===== src/motor_bank_params.svh =====
// Offsets, field positions, reset values and timing counts of the motor register bank
`ifndef MOTOR_BANK_PARAMS_SVH
`define MOTOR_BANK_PARAMS_SVH

// ----------------------------------------------------------------------------
// Register offsets on the two-wire bus
// ----------------------------------------------------------------------------
`define REG_PERIOD_HI 8'h13
`define REG_PERIOD_LO 8'h14
`define REG_VCONST_HI 8'h15
`define REG_VCONST_LO 8'h16
`define REG_ROTOR_POS 8'h19
`define REG_SUPPLY 8'h1a
`define REG_SPEED_REQ 8'h1b
`define REG_SPEED_BUF 8'h1c
`define REG_FAULT 8'h1e
`define REG_PARAM_A 8'h20
`define REG_PARAM_B 8'h21
`define REG_PARAM_C 8'h22

// ----------------------------------------------------------------------------
// Field positions
// ----------------------------------------------------------------------------
`define PA_FREQ_BIT 7
`define PB_ADJ_BIT 7
`define PC_ADVMD_BIT 7
`define FIELD_MSB 6
`define SPD_BUF_MSB 8
`define SPD_BUF_LSB 1

// ----------------------------------------------------------------------------
// Reset values and bus address
// ----------------------------------------------------------------------------
`define PARAM_A_RESET 8'h00
`define PARAM_B_RESET 8'h00
`define PARAM_C_RESET 8'h00
`define UNMAPPED_READ 8'h00
`define DEV_ADDR_DEFAULT 7'h52

// ----------------------------------------------------------------------------
// Timing
// ----------------------------------------------------------------------------
`define CLK_PERIOD_NS 20
`define SW_PERIOD_SLOW_NS 40000
`define SW_PERIOD_FAST_NS 20000
`define SW_SLOW_CYCLES (`SW_PERIOD_SLOW_NS / `CLK_PERIOD_NS)
`define SW_FAST_CYCLES (`SW_PERIOD_FAST_NS / `CLK_PERIOD_NS)
`define ADV_UNIT_NS 2500
`define ADV_UNIT_CYCLES ((`ADV_UNIT_NS + `CLK_PERIOD_NS - 1) / `CLK_PERIOD_NS)

`endif


===== src/motor_bank_pkg.sv =====
// Types shared by the motor register bank and its field decoder
package motor_bank_pkg;

  // --------------------------------------------------------------------------
  // Serial bus slave states
  // --------------------------------------------------------------------------
  typedef enum logic [2:0] {
    I2C_IDLE = 3'b000,
    I2C_ADDR = 3'b001,
    I2C_REG = 3'b010,
    I2C_WDATA = 3'b011,
    I2C_RDATA = 3'b100
  } i2c_state_t;

  // Decoded significand-shift value, optionally scaled
  typedef logic [17:0] dec_value_t;

  // --------------------------------------------------------------------------
  // State of the bank
  // --------------------------------------------------------------------------
  typedef struct packed {
    logic [1:0] scl_sync; // Clock pin synchroniser
    logic [1:0] sda_sync; // Data pin synchroniser
    logic scl_prev; // Settled clock, one cycle old
    logic sda_prev; // Settled data, one cycle old
    i2c_state_t state; // Bus slave state
    logic [3:0] bit_cnt; // Clock rises within a byte
    logic [7:0] shift; // Byte in flight
    logic read_mode; // Direction bit of the address byte
    logic [7:0] ptr; // Register pointer
    logic sda_drive; // Pull data low
    logic [7:0] param_a; // Frequency and resistance
    logic [7:0] param_b; // Adjust mode and constant
    logic [7:0] param_c; // Advance mode and delay
    logic [7:0] period_lo_hold; // Low byte caught with high byte
    logic [7:0] vconst_lo_hold; // Low byte caught with high byte
    logic [10:0] sw_cnt; // Switching period divider
    logic sw_tick; // Switching period strobe
  } bank_state_t;

  // State of one field decoder
  typedef struct packed {
    dec_value_t value;
  } decode_state_t;

endpackage : motor_bank_pkg


===== src/shift_field_decoder.sv =====
// Decoder of a 7-bit significand/shift field into a scaled integer
`timescale 1ns/100ps
`include "motor_bank_params.svh"

module shift_field_decoder #(
  parameter int unsigned SCALE = 1
) (
  input wire logic sys_clk,
  input wire logic rst_n,
  input wire logic [6:0] code,
  output motor_bank_pkg::dec_value_t value
);
  import motor_bank_pkg::*;

  // --------------------------------------------------------------------------
  // State
  // --------------------------------------------------------------------------
  decode_state_t q; // Registered result
  decode_state_t n; // Next result
  logic [31:0] product; // Wide product before trimming

  // Significand in bits 3:0 moved up by bits 6:4, then scaled
  always_comb begin
    n = q;
    product = ({28'h0, code[3:0]} << code[`FIELD_MSB:4]) * SCALE;
    n.value = product[17:0];
  end

  // Result register; one cycle behind the field
  always_ff @(posedge sys_clk or negedge rst_n) begin
    if (!rst_n) begin
      q <= '0;
    end else begin
      q <= n;
    end
  end

  assign value = q.value;

endmodule : shift_field_decoder


===== src/motor_param_readback_bank.sv =====
// Motor monitor and parameter register bank behind a two-wire serial slave
`timescale 1ns/100ps
`include "motor_bank_params.svh"

module motor_param_readback_bank #(
  parameter logic [6:0] DEV_ADDR = `DEV_ADDR_DEFAULT
) (
  input wire logic sys_clk,
  input wire logic rst_n,
  input wire logic scl_in,
  input wire logic sda_in,
  output logic sda_out,
  output logic sda_oe,
  input wire logic [15:0] elec_period_value,
  input wire logic [15:0] velocity_const_value,
  input wire logic [7:0] sensed_rotor_position,
  input wire logic [7:0] supply_level_code,
  input wire logic [7:0] speed_request_code,
  input wire logic [8:0] buffered_speed_request_code,
  input wire logic stuck_closed_loop_flag,
  input wire logic stuck_open_loop_flag,
  input wire logic no_motor_flag,
  input wire logic abnormal_const_flag,
  input wire logic abnormal_speed_flag,
  input wire logic current_limit_lock_flag,
  output logic switch_freq_select,
  output logic switch_period_tick,
  output logic [6:0] phase_resistance_field,
  output logic loop_adjust_mode,
  output logic [6:0] bemf_const_field,
  output logic advance_mode_select,
  output logic [6:0] advance_delay_code,
  output motor_bank_pkg::dec_value_t phase_resistance_dig,
  output motor_bank_pkg::dec_value_t bemf_const_dig,
  output motor_bank_pkg::dec_value_t advance_time_value
);
  import motor_bank_pkg::*;

  // --------------------------------------------------------------------------
  // Constants
  // --------------------------------------------------------------------------
  localparam logic [10:0] SW_SLOW_LAST = 11'(`SW_SLOW_CYCLES - 1); // 25 kHz
  localparam logic [10:0] SW_FAST_LAST = 11'(`SW_FAST_CYCLES - 1); // 50 kHz
  localparam int unsigned ADV_CYC = `ADV_UNIT_CYCLES; // Cycles per 2.5 us
  localparam int unsigned DEC_SCALE [3] = '{1, 1, ADV_CYC}; // Per decoder

  // --------------------------------------------------------------------------
  // State and decoded bus events
  // --------------------------------------------------------------------------
  bank_state_t q; // Registered state
  bank_state_t n; // Next state
  logic scl_now; // Settled clock level
  logic sda_now; // Settled data level
  logic scl_rise; // Bus clock rising
  logic scl_fall; // Bus clock falling
  logic start_cond; // Data falls, clock high
  logic stop_cond; // Data rises, clock high
  logic ld_fire; // Read byte is loaded this cycle
  logic wr_fire; // Written byte lands this cycle
  logic [7:0] rd_byte; // Byte the pointer selects
  logic [5:0] fault_vec; // Live fault inputs
  logic [10:0] sw_last; // Divider terminal count
  logic [2:0][6:0] dec_code; // Fields into decoders
  dec_value_t dec_out [3]; // Decoded fields

  // Only the second synchroniser stage is looked at
  assign scl_now = q.scl_sync[1];
  assign sda_now = q.sda_sync[1];
  assign scl_rise = scl_now & ~q.scl_prev;
  assign scl_fall = ~scl_now & q.scl_prev;
  assign start_cond = scl_now & q.scl_prev & q.sda_prev & ~sda_now;
  assign stop_cond = scl_now & q.scl_prev & ~q.sda_prev & sda_now;
  assign ld_fire = scl_fall && (q.bit_cnt == 4'd9) &&
                   ((q.state == I2C_ADDR && q.read_mode) || q.state == I2C_RDATA);
  assign wr_fire = scl_fall && (q.bit_cnt == 4'd8) && (q.state == I2C_WDATA);
  assign fault_vec = {stuck_closed_loop_flag, stuck_open_loop_flag, no_motor_flag,
                      abnormal_const_flag, abnormal_speed_flag, current_limit_lock_flag};
  assign sw_last = q.param_a[`PA_FREQ_BIT] ? SW_FAST_LAST : SW_SLOW_LAST;

  // --------------------------------------------------------------------------
  // Read multiplexer
  // --------------------------------------------------------------------------
  // Live values are sampled when the byte is loaded, not as it shifts out
  always_comb begin
    case (q.ptr)
      `REG_PERIOD_HI: rd_byte = elec_period_value[15:8];
      `REG_PERIOD_LO: rd_byte = q.period_lo_hold;
      `REG_VCONST_HI: rd_byte = velocity_const_value[15:8];
      `REG_VCONST_LO: rd_byte = q.vconst_lo_hold;
      `REG_ROTOR_POS: rd_byte = sensed_rotor_position;
      `REG_SUPPLY: rd_byte = supply_level_code;
      `REG_SPEED_REQ: rd_byte = speed_request_code;
      `REG_SPEED_BUF: rd_byte = buffered_speed_request_code[`SPD_BUF_MSB:`SPD_BUF_LSB];
      `REG_FAULT: rd_byte = {2'b00, fault_vec};
      `REG_PARAM_A: rd_byte = q.param_a;
      `REG_PARAM_B: rd_byte = q.param_b;
      `REG_PARAM_C: rd_byte = q.param_c;
      default: rd_byte = `UNMAPPED_READ; // Unmapped reads as zero
    endcase
  end

  // --------------------------------------------------------------------------
  // Next-state logic
  // --------------------------------------------------------------------------
  always_comb begin
    n = q;
    // Pins pass two flip-flops before any decode
    n.scl_sync = {q.scl_sync[0], scl_in};
    n.sda_sync = {q.sda_sync[0], sda_in};
    n.scl_prev = scl_now;
    n.sda_prev = sda_now;

    // Switching period divider, terminal count set by frequency select
    if (q.sw_cnt >= sw_last) begin
      n.sw_cnt = 11'h000;
      n.sw_tick = 1'b1;
    end else begin
      n.sw_cnt = q.sw_cnt + 11'h001;
      n.sw_tick = 1'b0;
    end

    if (start_cond) begin
      // Start or repeated start: address byte follows
      n.state = I2C_ADDR;
      n.bit_cnt = 4'h0;
      n.sda_drive = 1'b0;
    end else if (stop_cond) begin
      // Stop: release the line
      n.state = I2C_IDLE;
      n.bit_cnt = 4'h0;
      n.sda_drive = 1'b0;
    end else begin
      // Count rises; receiving states shift the data bit in
      if (scl_rise && q.state != I2C_IDLE) begin
        n.bit_cnt = q.bit_cnt + 4'h1;
        if (q.state != I2C_RDATA && q.bit_cnt < 4'd8) begin
          n.shift = {q.shift[6:0], sda_now};
        end
        // Master not acknowledging ends the read burst
        if (q.state == I2C_RDATA && q.bit_cnt == 4'd8 && sda_now) begin
          n.state = I2C_IDLE;
        end
      end
      if (scl_fall) begin
        unique case (q.state)
          I2C_IDLE: begin
            n.sda_drive = 1'b0;
          end
          I2C_ADDR: begin
            if (q.bit_cnt == 4'd8) begin
              // Acknowledge only our own address
              if (q.shift[7:1] == DEV_ADDR) begin
                n.sda_drive = 1'b1;
                n.read_mode = q.shift[0];
              end else begin
                n.state = I2C_IDLE;
              end
            end else if (q.bit_cnt == 4'd9 && !q.read_mode) begin
              n.sda_drive = 1'b0;
              n.bit_cnt = 4'h0;
              n.state = I2C_REG;
            end
          end
          I2C_REG: begin
            if (q.bit_cnt == 4'd8) begin
              n.ptr = q.shift;
              n.sda_drive = 1'b1;
            end else if (q.bit_cnt == 4'd9) begin
              n.sda_drive = 1'b0;
              n.bit_cnt = 4'h0;
              n.state = I2C_WDATA;
            end
          end
          I2C_WDATA: begin
            if (q.bit_cnt == 4'd8) begin
              // Every byte is acknowledged; read-only offsets ignore it
              n.sda_drive = 1'b1;
              n.ptr = q.ptr + 8'h01;
              case (q.ptr)
                `REG_PARAM_A: n.param_a = q.shift;
                `REG_PARAM_B: n.param_b = q.shift;
                `REG_PARAM_C: n.param_c = q.shift;
                default: n.ptr = q.ptr + 8'h01;
              endcase
            end else if (q.bit_cnt == 4'd9) begin
              n.sda_drive = 1'b0;
              n.bit_cnt = 4'h0;
            end
          end
          I2C_RDATA: begin
            if (q.bit_cnt >= 4'd1 && q.bit_cnt <= 4'd7) begin
              // Next bit, most significant first
              n.shift = {q.shift[6:0], 1'b0};
              n.sda_drive = ~q.shift[6];
            end else if (q.bit_cnt == 4'd8) begin
              // Release for the master's acknowledge
              n.sda_drive = 1'b0;
            end
          end
          default: begin
            n.state = I2C_IDLE;
            n.sda_drive = 1'b0;
          end
        endcase
        // Load of a read byte, after address or after master acknowledge
        if (ld_fire) begin
          n.state = I2C_RDATA;
          n.shift = rd_byte;
          n.sda_drive = ~rd_byte[7];
          n.bit_cnt = 4'h0;
          n.ptr = q.ptr + 8'h01;
          // Low bytes frozen so a later low read matches this high read
          if (q.ptr == `REG_PERIOD_HI) begin
            n.period_lo_hold = elec_period_value[7:0];
          end
          if (q.ptr == `REG_VCONST_HI) begin
            n.vconst_lo_hold = velocity_const_value[7:0];
          end
        end
      end
    end
  end

  // --------------------------------------------------------------------------
  // State register
  // --------------------------------------------------------------------------
  always_ff @(posedge sys_clk or negedge rst_n) begin
    if (!rst_n) begin
      q <= '0;
      q.param_a <= `PARAM_A_RESET;
      // Idle bus level, so no false edge shows once reset lets go
      q.scl_sync <= 2'b11;
      q.sda_sync <= 2'b11;
      q.scl_prev <= 1'b1;
      q.sda_prev <= 1'b1;
      q.param_b <= `PARAM_B_RESET;
      q.param_c <= `PARAM_C_RESET;
    end else begin
      q <= n;
    end
  end

  // --------------------------------------------------------------------------
  // Field decoders
  // --------------------------------------------------------------------------
  assign dec_code = {q.param_c[`FIELD_MSB:0], q.param_b[`FIELD_MSB:0], q.param_a[`FIELD_MSB:0]};

  for (genvar i = 0; i < 3; i++) begin : g_dec
    // Resistance, back-EMF constant, advance time in clock cycles
    shift_field_decoder #(
      .SCALE(DEC_SCALE[i])
    ) u_dec (
      .sys_clk(sys_clk),
      .rst_n(rst_n),
      .code(dec_code[i]),
      .value(dec_out[i])
    );
  end

  // --------------------------------------------------------------------------
  // Outputs
  // --------------------------------------------------------------------------
  assign sda_out = 1'b0; // Open drain: only ever pulls low
  assign sda_oe = q.sda_drive;
  assign switch_freq_select = q.param_a[`PA_FREQ_BIT];
  assign switch_period_tick = q.sw_tick;
  assign phase_resistance_field = q.param_a[`FIELD_MSB:0];
  assign loop_adjust_mode = q.param_b[`PB_ADJ_BIT];
  assign bemf_const_field = q.param_b[`FIELD_MSB:0];
  assign advance_mode_select = q.param_c[`PC_ADVMD_BIT];
  assign advance_delay_code = q.param_c[`FIELD_MSB:0];
  assign phase_resistance_dig = dec_out[0];
  assign bemf_const_dig = dec_out[1];
  assign advance_time_value = dec_out[2];

  // --------------------------------------------------------------------------
  // Assertions
  // --------------------------------------------------------------------------
  property p_period_lo_read;
    @(posedge sys_clk) disable iff (!rst_n)
    ld_fire && q.ptr == `REG_PERIOD_LO |=> q.shift == $past(q.period_lo_hold);
  endproperty
  a_period_lo_read: assert property (p_period_lo_read)
    else $error("period low byte not taken from hold");

  property p_vconst_hi_read;
    @(posedge sys_clk) disable iff (!rst_n)
    ld_fire && q.ptr == `REG_VCONST_HI |=> q.shift == $past(velocity_const_value[15:8]);
  endproperty
  a_vconst_hi_read: assert property (p_vconst_hi_read)
    else $error("velocity constant high byte wrong");

  property p_rotor_read;
    @(posedge sys_clk) disable iff (!rst_n)
    ld_fire && q.ptr == `REG_ROTOR_POS |=> q.shift == $past(sensed_rotor_position);
  endproperty
  a_rotor_read: assert property (p_rotor_read)
    else $error("rotor position read wrong");

  property p_supply_read;
    @(posedge sys_clk) disable iff (!rst_n)
    ld_fire && q.ptr == `REG_SUPPLY |=> q.shift == $past(supply_level_code);
  endproperty
  a_supply_read: assert property (p_supply_read)
    else $error("supply code read wrong");

  property p_speed_read;
    @(posedge sys_clk) disable iff (!rst_n)
    ld_fire && q.ptr == `REG_SPEED_REQ |=> q.shift == $past(speed_request_code);
  endproperty
  a_speed_read: assert property (p_speed_read)
    else $error("speed request read wrong");

  property p_speed_buf_read;
    @(posedge sys_clk) disable iff (!rst_n)
    ld_fire && q.ptr == `REG_SPEED_BUF |=> q.shift == $past(buffered_speed_request_code[8:1]);
  endproperty
  a_speed_buf_read: assert property (p_speed_buf_read)
    else $error("buffered speed read wrong");

  property p_fault_read;
    @(posedge sys_clk) disable iff (!rst_n)
    ld_fire && q.ptr == `REG_FAULT |=> q.shift == {2'b00, $past(fault_vec)};
  endproperty
  a_fault_read: assert property (p_fault_read)
    else $error("fault code read wrong");

  property p_sw_period;
    @(posedge sys_clk) disable iff (!rst_n)
    q.sw_tick |-> $past(q.sw_cnt) >= ($past(switch_freq_select) ? SW_FAST_LAST : SW_SLOW_LAST);
  endproperty
  a_sw_period: assert property (p_sw_period)
    else $error("switching strobe before period end");

  property p_res_decode;
    @(posedge sys_clk) disable iff (!rst_n)
    $stable(phase_resistance_field) |->
      phase_resistance_dig == 18'({14'h0, phase_resistance_field[3:0]} << phase_resistance_field[6:4]);
  endproperty
  a_res_decode: assert property (p_res_decode)
    else $error("resistance decode wrong");

  property p_adj_write;
    @(posedge sys_clk) disable iff (!rst_n)
    wr_fire && q.ptr == `REG_PARAM_B |=> loop_adjust_mode == $past(q.shift[7]);
  endproperty
  a_adj_write: assert property (p_adj_write)
    else $error("adjust mode not written");

  property p_bemf_decode;
    @(posedge sys_clk) disable iff (!rst_n)
    $stable(bemf_const_field) |->
      bemf_const_dig == 18'({14'h0, bemf_const_field[3:0]} << bemf_const_field[6:4]);
  endproperty
  a_bemf_decode: assert property (p_bemf_decode)
    else $error("back-EMF constant decode wrong");

  property p_advmd_write;
    @(posedge sys_clk) disable iff (!rst_n)
    wr_fire && q.ptr == `REG_PARAM_C |=> advance_mode_select == $past(q.shift[7]);
  endproperty
  a_advmd_write: assert property (p_advmd_write)
    else $error("advance mode not written");

  property p_adv_time;
    @(posedge sys_clk) disable iff (!rst_n)
    $stable(advance_delay_code) |-> advance_time_value ==
      18'(({14'h0, advance_delay_code[3:0]} << advance_delay_code[6:4]) * ADV_CYC);
  endproperty
  a_adv_time: assert property (p_adv_time)
    else $error("advance time decode wrong");

  property p_period_capture;
    @(posedge sys_clk) disable iff (!rst_n)
    ld_fire && q.ptr == `REG_PERIOD_HI |=>
      q.period_lo_hold == $past(elec_period_value[7:0]) && q.shift == $past(elec_period_value[15:8]);
  endproperty
  a_period_capture: assert property (p_period_capture)
    else $error("period pair not captured together");

endmodule : motor_param_readback_bank


===== config.mk =====
export PLATFORM = sky130hd
export DESIGN_NAME = motor_param_readback_bank
export DESIGN_NICKNAME = d
export VERILOG_FILES = /design/src/motor_bank_pkg.sv /design/src/shift_field_decoder.sv /design/src/motor_param_readback_bank.sv
export VERILOG_INCLUDE_DIRS = /design/src
export SDC_FILE = /design/constraint.sdc
export NUM_CORES = 1
export LEC_CHECK = 0
export BUFFER_PORTS_ARGS = -buffer_cell sky130_fd_sc_hd__buf_2
export CAP_MARGIN = 20
export CELL_PAD_IN_SITES_DETAIL_PLACEMENT = 1
export CELL_PAD_IN_SITES_GLOBAL_PLACEMENT = 1
export CORE_MARGIN = 2
export CORE_UTILIZATION = 44
export DETAILED_ROUTE_END_ITERATION = 16
export PLACE_DENSITY = 0.8
export SYNTH_ARGS = -nofsm -noshare
export SYNTH_HDL_FRONTEND = slang
export SYNTH_SLANG_ARGS = --single-unit
export TNS_END_PERCENT = 1

===== constraint.sdc =====
create_clock -name sys_clk -period 7.4 [get_ports sys_clk]
set_clock_uncertainty 0.05 [all_clocks]
set_input_delay 2.22 -clock sys_clk [delete_from_list [all_inputs] [get_ports sys_clk]]
set_output_delay 2.22 -clock sys_clk [all_outputs]
set_load 0.1 [all_outputs]

==> results of run 1 <==
## cells by family after synthesis
logic type / synth area share [%]
flops: 37.03
mux: 8.320
buf+inv: 8.109
simple gates: 12.73
compound gates: 14.39
fa+ha+maj: 16.43
other cells: 0.04501
xor+xnor: 2.943
## power by group through the flow
stage	sequential, mW	clock [mW]	combinational [mW]
floorplan	0.736	0	0.125
CTS	0.753	0.946	0.172
global placement	0.763	0	0.162
global route	0.759	0.981	0.190
finish	0.755	0.935	0.172
detailed placement	0.765	0	0.170
## per-layer routing
layer / up-vias / GRT usage [%] / wire length [µm]
li1: 3073 / - / -
met1: 3430 / 31.41 / 10120
met2: 196 / 40.73 / 11610
met3: 42 / 4.860 / 1167
met4: 0 / 8.947 / 629
met5: - / 0 / 0
## critical path, delay by kind of cell, from the launching register on
kind	cells	cell delay, ps
AND/OR/NAND/NOR	1	100
multiplexers	1	410
flip-flops	1	570
adder cells (fa/ha/maj)	5	2410
buffers and inverters	3	150
AO/OA/AOI/OAI	6	1920
XOR/XNOR	1	140
## area by class of cell
class,instances,area (µm²)
clock buffers,21,470.5
clock inverters,11,190.2
fillers,2103,8971
inverters,71,266.5
multi-input cells,577,4631
flip-flops and latches,123,3085
well taps,234,292.8
repair buffers,144,735.7
## flip-flops by register name (all words and copies together), names as in the netlist
register	count
advance_mode_select	1
sda_oe	1
switch_period_tick	1
phase_resistance_field	7
g_dec.u_dec.value	40
advance_delay_code	7
switch_freq_select	1
loop_adjust_mode	1
bemf_const_field	7
q	53
n	4
## path summary, 6_finish.rpt
| check | end | slack [ps] | cells past startpoint |
|---|---|---|---|
| min in group asynchronous | q[74] | 1840 | 1 |
| max reg2reg | g_dec[2].u_dec.value[15] | 1580 | 17 |
| min reg2reg | n[77] | 300 | 0 |
| min | n[77] | 300 | 0 |
| max in group asynchronous | q[13] | 4110 | 2 |
| max | g_dec[2].u_dec.value[15] | 1580 | 17 |
## per-stage QoR
stage | utilization [%] | cell area (µm²) | hold WS (ps) | setup slack, ps
2_1_floorplan | - | 8384 | 295.2 | 2165
3_3_place_gp | 48.30 | 9004 | 295.4 | 1862
3_5_place_dp | 48.30 | 9004 | 297.5 | 1655
4_1_cts | 51.84 | 9664 | 300.5 | 1561
5_1_grt | 51.88 | 9672 | 297.9 | 1274
6_report | 51.88 | 9672 | 300.0 | 1580
## Yosys cell counts, types with 8 or more instances
library cell / number
dfrtp_1: 117
inv_1: 71
ha_1: 55
nor2_1: 53
mux2_2: 50
nand2_1: 49
a21oi_1: 40
buf_4: 36
fa_1: 34
o21ai_0: 33
nand3_1: 29
clkbuf_1: 23
a22oi_1: 21
xnor2_1: 16
mux2i_1: 13
nand2b_1: 13
and3_1: 12
nor3_1: 12
xor2_1: 12
o22ai_1: 11
buf_2: 9
a222oi_1: 8
==> impl_metrics.csv, run 1 <==
group,metric,value,unit
clock_network,postCtsSetupBuffers,0,
floorplanning,core_area,0.01864,mm²
synthesis,synth_cells,827,
floorplanning,start_util,44.69,%
global_routing,first_global_vias,7169,
clock_network,cts.repair.resized,0,
synthesis,ys.flop_type,"dfrtp_1",
synthesis,yosysUniqueCellTypes,67,
route,viasPerCell,5.708,
pwr,power_density,192.6,mW/mm²
synthesis,synthArstFlopShare,100.0,%
pwr,netSwitchingFraction,25.84,%
pwr,p_int,1.381,mW
synthesis,synth_area_leader_cell,"dfrtp_1",
floorplanning,die_area,0.02005,mm²
clock_network,cts_tree,"built",
pwr,combPwrFrac,9.3,%
global_routing,grt_max_degree,65,
place,place.gp.congestion,0.8644,
clock_network,cts_root_buf,"clkbuf_16",
pwr,net-switching-power,0.4814,mW
clock_network,cts_buffer_depth,2,
worst_setup_path,start_kind,"register",
timing,fin_crit_sh,78.65,%
pwr,power_frac_seq,40.5,%
layout,area_growth,16.08,%
layout,instances_no_fill,1181,
min_path,hold_path.class,"reg2reg",
timing,tightestPinTransition,906.5,ps
run_status,status,"complete, no violations",
clock_network,ctsHoldBuffers,0,
route,antenna_left,0,
timing,fmax,171.8,MHz
layout,antenna_cells,0,
timing,hold_violations,0,
worst_setup_path,required,7700,ps
global_routing,grtUsageTotal,24.33,%
worst_setup_path,cp_max_fo,10,
pwr,power_leakage,4.913,nW
clock_network,numCtsBuffers,17,
route,drc_errors,0,
timing,period_needed,5820,ps
worst_setup_path,r2r_start,"advance_delay_code[4]",
worst_setup_path,cp.arrival,6120,ps
route,drtIter0Drc,424,
route,dr.pass1.iters,5,
timing,maxSlewHeadroom,39.44,%
clock_network,cts_max_level,4,
route,route.vias.total,6741,
route,wl_per_cell,19.92,µm
synthesis,synth_seq_cells,123,
pwr,p_clk_share,50.2,%
floorplanning,pin_count,156,
clock_network,cts.sinks,123,
floorplanning,core.rowCount,50,
worst_setup_path,path_common_cell,"fa_1",
place,dp_hpwl,17310,µm
global_routing,grt_pass1_wl,37870,µm
place,dp.cells,1148,
synthesis,yosys.area.top_type_share,35.14,%
global_routing,gr-total-overflow,0,
pwr,peakVddDrop,0.0001905,V
timing,setup_viol,0,
place,io_buffers,139,
synthesis,ys_seq_area_share,37.03,%
worst_setup_path,path_cells,"mux2_2 -> nor2_1 -> a21oi_1 -> a32oi_1 -> fa_1 -> fa_1 -> inv_1 -> fa_1 -> inv_1 -> fa_1 -> inv_1 -> ha_1 -> a2111oi_0 -> a22oi_1 -> a211o_1 -> a21oi_1 -> xnor2_1",
min_path,min_from,"n[80]",
synthesis,synth_area,0.008332,mm²
layout,layout-drive-gt1-share,25.77,%
synthesis,synth_edf_count,0,
worst_setup_path,critPathSlowestCell,"a32oi_1",
layout,mostFrequentLayoutCell,"buf_2",
worst_setup_path,worstSetupPathType,"reg2reg",
synthesis,synth_warnings,0,
layout,final_cell_mix,"138 x buf_2, 117 x dfrtp_1, 71 x inv_1",
timing,rsz0062_at_grt,"no",
timing,fin_tns_setup,0,ps
worst_setup_path,cp-startpoint,"advance_delay_code[4]",
synthesis,syn_area_per_cell,10.07,µm²
synthesis,synth_area_leaders,"dfrtp_1 35%, ha_1 8.3%, fa_1 8.2%, mux2_2 6.8%, buf_4 3.2%",
route,wirelength,23530,µm
global_routing,antenna_found_initial,0,
clock_network,cts.clk_slew.worst_paths,60,ps
floorplanning,die_w,141.6,µm
floorplanning,die_y,141.6,µm
flow_run,max_cap_viol_count,0,
pwr,power,1.863,mW
timing,final_max_slew_viol_count,0,
worst_setup_path,worst_setup_path_end_kind,"register",
layout,layout.nets,1098,
clock_network,clkLatencyLatePin,420,ps
worst_setup_path,critPathMaxStageDelay,630,ps
No activity file was read; power rests on OpenSTA's default activity.
==> run 2: changes to the inputs <==
--- a/config.mk
+++ b/config.mk
@@ -6,14 +6,15 @@
 export SDC_FILE = /design/constraint.sdc
 export NUM_CORES = 1
 export LEC_CHECK = 0
+export ABC_AREA = 1
 export BUFFER_PORTS_ARGS = -buffer_cell sky130_fd_sc_hd__buf_2
 export CAP_MARGIN = 20
 export CELL_PAD_IN_SITES_DETAIL_PLACEMENT = 1
 export CELL_PAD_IN_SITES_GLOBAL_PLACEMENT = 1
 export CORE_MARGIN = 2
-export CORE_UTILIZATION = 44
+export CORE_UTILIZATION = 38
 export DETAILED_ROUTE_END_ITERATION = 16
-export PLACE_DENSITY = 0.8
+export PLACE_DENSITY = 0.76
 export SYNTH_ARGS = -nofsm -noshare
 export SYNTH_HDL_FRONTEND = slang
 export SYNTH_SLANG_ARGS = --single-unit
==> constraint.sdc (replaced) <==
create_clock -name sys_clk -period 4.9 [get_ports sys_clk]
set_clock_uncertainty 0.05 [all_clocks]
set_input_delay 1.47 -clock sys_clk [delete_from_list [all_inputs] [get_ports sys_clk]]
set_output_delay 1.47 -clock sys_clk [all_outputs]
set_load 0.1 [all_outputs]
==> impl_metrics.csv, run 2 <==
group,metric,value,unit
floorplanning,pin_count,156,
global_routing,antenna_found_initial,0,
clock_network,cts_buffer_depth,2,
worst_setup_path,cp.arrival,4960,ps
global_routing,first_global_vias,8218,
clock_network,cts.sinks,123,
worst_setup_path,worst_setup_path_end_kind,"register",
layout,layout.nets,1440,
synthesis,ys.flop_type,"dfrtp_1",
timing,hold_violations,0,
layout,largest_reg_flops,53,
min_path,hold_path.class,"reg2reg",
place,io_buffers,139,
floorplanning,core_area,0.02278,mm²
synthesis,synth_common_cells,"278 x nand2_1, 138 x inv_1, 122 x nand3_1",
worst_setup_path,critPathSlowestCell,"fa_1",
timing,fmax,213.6,MHz
timing,rsz0062_at_grt,"yes",
floorplanning,die_y,156.9,µm
synthesis,synth_cells,1145,
floorplanning,core.rowCount,55,
timing,timing.hold.ws,306.2,ps
pwr,power_leakage,5.648,nW
clock_network,numCtsBuffers,17,
clock_network,cts_root_buf,"clkbuf_16",
route,antenna_left,0,
synthesis,ys_seq_area_share,34.74,%
synthesis,synth_area,0.008882,mm²
synthesis,yosysUniqueCellTypes,43,
layout,final_cell_mix,"278 x nand2_1, 138 x buf_2, 135 x inv_1",
pwr,power_density,280.1,mW/mm²
layout,antenna_cells,0,
global_routing,grt_max_degree,74,
layout,fin_area,0.01046,mm²
synthesis,syn_area_per_cell,7.757,µm²
global_routing,grt_pass1_wl,41460,µm
clock_network,cts_tree,"built",
worst_setup_path,worstSetupPathType,"reg2reg",
place,dp.cells,1568,
worst_setup_path,path_cells,"inv_1 -> nand2_1 -> o21ai_2 -> nor2_1 -> a31oi_1 -> nand2_1 -> o21ai_0 -> inv_1 -> buf_4 -> ha_1 -> fa_1 -> inv_1 -> fa_1 -> fa_1 -> inv_1 -> ha_1 -> a21oi_2 -> o21ai_1 -> nand2_1 -> nand3_2 -> a21oi_2 -> xor2_1",
timing,maxSlewHeadroom,39.21,%
worst_setup_path,cp_max_fo,4,
global_routing,grtUsageTotal,21.57,%
layout,instances_no_fill,1601,
synthesis,yosys.area.top_type_share,32.96,%
synthesis,synth_edf_count,0,
layout,area_growth,17.76,%
worst_setup_path,start_kind,"register",
synthesis,synth_seq_cells,123,
clock_network,ctsHoldBuffers,0,
synthesis,synth_warnings,0,
worst_setup_path,required,5180,ps
clock_network,clkLatencyLatePin,430,ps
place,placed_area,0.009753,mm²
timing,tightestPinTransition,910.0,ps
synthesis,synth_area_leaders,"dfrtp_1 33%, nand2_1 12%, ha_1 7.7%, fa_1 7.7%, nand3_1 6.9%",
layout,largest_register,"q",
synthesis,synth_area_leader_cell,"dfrtp_1",
worst_setup_path,path_common_cell,"inv_1",
floorplanning,die_area,0.02461,mm²
route,viasPerCell,4.963,
flow_run,max_cap_viol_count,0,
global_routing,gr-total-overflow,0,
worst_setup_path,critPathMaxStageDelay,510,ps
route,drc_errors,0,
pwr,power,2.930,mW
clock_network,cts_max_level,4,
place,dp_hpwl,19590,µm
place,place.gp.congestion,0.8633,
route,drtIter0Drc,315,
floorplanning,die_w,156.9,µm
timing,period_needed,4681,ps
synthesis,synthArstFlopShare,100.0,%
timing,final_max_slew_viol_count,0,
timing,fin_crit_sh,95.54,%
pwr,peakVddDrop,0.0002193,V
synthesis,yosysMostFrequentCell,"nand2_1",
route,wl_per_cell,15.97,µm
run_status,status,"complete, no violations",
floorplanning,start_util,38.99,%
clock_network,cts.clk_slew.worst_paths,60,ps
layout,mostFrequentLayoutCell,"nand2_1",
route,dr.pass1.iters,4,
layout,layout-drive-gt1-share,21.04,%
route,wirelength,25560,µm
route,route.vias.total,7946,
timing,setup_viol,0,
## run 2: worst paths after layout
kind,startpoint,end,slack (ps),cells past startpoint
max in group asynchronous,rst_n,phase_resistance_field[4],2860,2
min reg2reg,n[80],n[77],310,0
min in group asynchronous,rst_n,q[25],1070,1
max,advance_delay_code[1],g_dec[2].u_dec.value[17],220,22
max reg2reg,advance_delay_code[1],g_dec[2].u_dec.value[17],220,22
min,n[80],n[77],310,0
## run 2: what timing repair did
| action | 4_1_cts | 5_1_grt |
|---|---|---|
| resized for setup | 4 | 22 |
| buffers inserted | 0 | 2 |
| endpoints found under the hold margin | 0 | 0 |
| pin swaps | 0 | 1 |
| setup endpoints to repair | 6 | 9 |
## run 2: cell type report
| type | count | area [µm²] |
|---|---|---|
| sequential | 123 | 3088 |
| inverter | 152 | 573.1 |
| timing repair buffer | 161 | 863.3 |
| fill | 2868 | 12320 |
| multi-input combinational | 821 | 4928 |
| clock inverter | 11 | 158.9 |
| clock buffer | 20 | 456.7 |
| tap | 313 | 391.6 |
## run 2: stage by stage
stage,util (%),setup TNS [ps],setup WS [ps]
floorplan,-,0,268.7
global placement,42.82,0,44.63
detailed placement,42.82,-66.52,-66.52
CTS,45.54,0,1.975
global route,45.92,-372.1,-105.1
finish,45.92,0,218.7
## run 2: worst max-delay path, delay by kind of cell (launching register included)
family	cells	cell delay, ps
compound gates	6	900
xor+xnor	1	190
fa+ha+maj	5	2140
buf+inv	5	450
flops	1	410
simple gates	5	420
## run 2: power breakdown
group          internal, mW  total (mW)  switching [mW]  leakage, nW
Sequential             1.07        1.13          0.0649         1.58
Clock                 0.833        1.33           0.500        0.298
Combinational         0.129       0.467           0.338         3.77
Total                  2.03        2.93           0.903         5.65
## run 2: cells by family (layout without fill, tap and decap cells)
logic type	count (synthesis)	in the layout	synth area share, %
xor+xnor	24	24	2.367
compound gates	136	136	8.579
buf+inv	215	344	11.20
fa+ha+maj	89	89	15.41
other cells	1	15	0.04222
simple gates	557	557	27.67
flops	123	123	34.74
## run 2: per-layer routing
| metal | global-route usage, % | wire length, µm | vias to the layer above |
|---|---|---|---|
| met5 | 0 | 0 | - |
| met4 | 6.335 | 406 | 0 |
| met3 | 3.185 | 819 | 29 |
| met2 | 38.66 | 13180 | 156 |
| met1 | 26.80 | 11150 | 3887 |
| li1 | - | - | 3874 |
==> run 3: changes to the inputs <==
--- a/config.mk
+++ b/config.mk
@@ -14,7 +14,7 @@
 export CORE_MARGIN = 2
 export CORE_UTILIZATION = 38
 export DETAILED_ROUTE_END_ITERATION = 16
-export PLACE_DENSITY = 0.76
+export PLACE_DENSITY_LB_ADDON = 0.1
 export SYNTH_ARGS = -nofsm -noshare
 export SYNTH_HDL_FRONTEND = slang
 export SYNTH_SLANG_ARGS = --single-unit
==> impl_metrics.csv, run 3 (synthesis gave the netlist of run 2 again) <==
group,metric,value,unit
global_routing,antenna_found_initial,2,
timing,hold_violations,0,
clock_network,cts_max_level,4,
place,place.gp.congestion,0.8149,
place,placed_area,0.009751,mm²
layout,final_cell_mix,"278 x nand2_1, 138 x buf_2, 136 x inv_1",
worst_setup_path,rrSetupSlack,210,ps
route,wirelength,25230,µm
route,wl_per_cell,15.77,µm
pwr,power_leakage,5.639,nW
run_status,status,"complete, no violations",
worst_setup_path,reg2reg_depth,21,
min_path,hold_depth,0,
worst_setup_path,start_kind,"register",
min_path,min_from,"n[82]",
floorplanning,die_y,156.9,µm
route,antenna_left,0,
timing,timing.hold.ws,306.5,ps
worst_setup_path,worstSetupPathType,"reg2reg",
place,pre_cts_ws,20.37,ps
global_routing,first_global_vias,7951,
timing,tightestPinTransition,912.7,ps
route,drc_errors,0,
layout,instances_no_fill,1600,
worst_setup_path,r2r-end,"g_dec[2].u_dec.value[17]",
min_path,whs_endpoint,"n[78]",
floorplanning,pin_count,156,
layout,largest_register,"q",
worst_setup_path,critPathMaxStageDelay,530,ps
clock_network,numCtsBuffers,17,
place,io_buffers,139,
layout,fill_cells,2869,
global_routing,grt_pass1_wl,41480,µm
worst_setup_path,required,5190,ps
floorplanning,die_area,0.02461,mm²
place,dp.cells,1566,
layout,mostFrequentLayoutCell,"nand2_1",
worst_setup_path,cp-startpoint,"advance_delay_code[1]",
clock_network,cts_tree,"built",
layout,layout-drive-gt1-share,20.76,%
pwr,power_density,280.8,mW/mm²
clock_network,cts.sinks,123,
timing,maxSlewHeadroom,39.03,%
layout,layout.nets,1437,
floorplanning,die_w,156.9,µm
flow_run,max_cap_viol_count,0,
route,drtIter0Drc,278,
global_routing,gr-total-overflow,0,
clock_network,cts.clk_slew.worst_paths,70,ps
layout,largest_reg_flops,53,
layout,fin_area,0.01043,mm²
layout,utilization,45.77,%
min_path,hold_path.class,"reg2reg",
timing,fin_crit_sh,95.68,%
worst_setup_path,cp.arrival,4980,ps
worst_setup_path,cp_max_fo,4,
route,viasPerCell,4.877,
place,dp_hpwl,19450,µm
floorplanning,core_area,0.02278,mm²
pwr,peakVddDrop,0.0002102,V
route,dr.pass1.iters,4,
timing,fmax,213.3,MHz
timing,fin_ws,211.7,ps
floorplanning,core.rowCount,55,
global_routing,grt_max_degree,77,
worst_setup_path,critPathSlowestCell,"fa_1",
timing,period_needed,4688,ps
layout,multi_input_area,0.004912,mm²
layout,seqCellArea,0.003088,mm²
clock_network,cts_buffer_depth,2,
clock_network,cts_root_buf,"clkbuf_16",
worst_setup_path,worst_setup_path_end_kind,"register",
timing,setup_viol,0,
worst_setup_path,r2r_start,"advance_delay_code[1]",
worst_setup_path,path_cells,"inv_1 -> nand2_1 -> o21ai_1 -> nor2_1 -> a31oi_2 -> nand2_1 -> o21ai_0 -> inv_1 -> fa_1 -> inv_1 -> fa_1 -> fa_1 -> fa_1 -> inv_1 -> ha_1 -> a21oi_1 -> o21ai_1 -> nand2_1 -> nand3_2 -> a21oi_2 -> xor2_1",
route,route.vias.total,7803,
layout,area_growth,17.37,%
timing,final_max_slew_viol_count,0,
global_routing,grtUsageTotal,21.62,%
clock_network,clkLatencyLatePin,430,ps
floorplanning,start_util,38.99,%
run 3: cell types whose count changed in the layout (fill, tap and decap cells not counted), moves of 2 or more:
cell      before  now
o21ai_0       34   36
buf_4         23   19
inv_8          0    4
clkbuf_8       2    0
run 3: metrics by stage:
stage / TNS [ps] / power (mW)
after global placement: 0 / 1.597
after CTS: 0 / 2.952
after global routing: -195.8 / 3.073
final: 0 / 2.927
after floorplan: 0 / 1.463
after detailed placement: 0 / 1.611
run 3: power breakdown:
part	internal [mW]	switching [mW]	total (mW)	leakage, nW
clock network	0.770	0.562	1.33	0.297
registers	1.06	0.0646	1.13	1.58
logic	0.129	0.337	0.465	3.76
total	1.96	0.964	2.93	5.64
run 3: routing by layer:
metal	routed length [µm]	GRT usage [%]	vias to the layer above	share of wire, %
met5	13	0	-	0.052
met4	337	5.548	2	1.3
met3	778	4.126	34	3.1
met2	12280	36.36	126	49
met1	11820	28.56	3775	47
li1	-	-	3866	-
run 3: repair_timing:
item / in CTS / in global routing
endpoints found under the setup margin: 1 / 9
pin swaps: 0 / 1
setup buffers: 0 / 1
gates resized for setup: 1 / 20
hold buffers: 0 / 0
run 3: layout make-up:
cell class	instances	share of cell area, %
clock inverter	15	1.716
timing repair buffer	158	8.185
multi-input combinational	821	47.12
clock buffer	17	4.081
inverter	152	5.497
tap	313	3.757
antenna	1	0.02400
sequential	123	29.62
run 3: critical path, delay by kind of cell, from the launching register on:
| kind | cells | cell delay, ps |
|---|---|---|
| adder cells (fa/ha/maj) | 5 | 2350 |
| flip-flops | 1 | 420 |
| XOR/XNOR | 1 | 190 |
| buffers and inverters | 4 | 320 |
| AND/OR/NAND/NOR | 5 | 420 |
| AO/OA/AOI/OAI | 6 | 850 |
run 3: worst max-delay path by stage:
| stage | slack, ps | cells past startpoint | to |
|---|---|---|---|
| after global routing | -50 | 21 | g_dec[2].u_dec.value[17] |
| final | 210 | 21 | g_dec[2].u_dec.value[17] |
| after floorplan | 270 | 20 | g_dec[2].u_dec.value[17] |
| after detailed placement | 20 | 19 | g_dec[2].u_dec.value[17] |
| after CTS | 5 | 18 | g_dec[2].u_dec.value[17] |
| after global placement | 80 | 19 | g_dec[2].u_dec.value[17] |
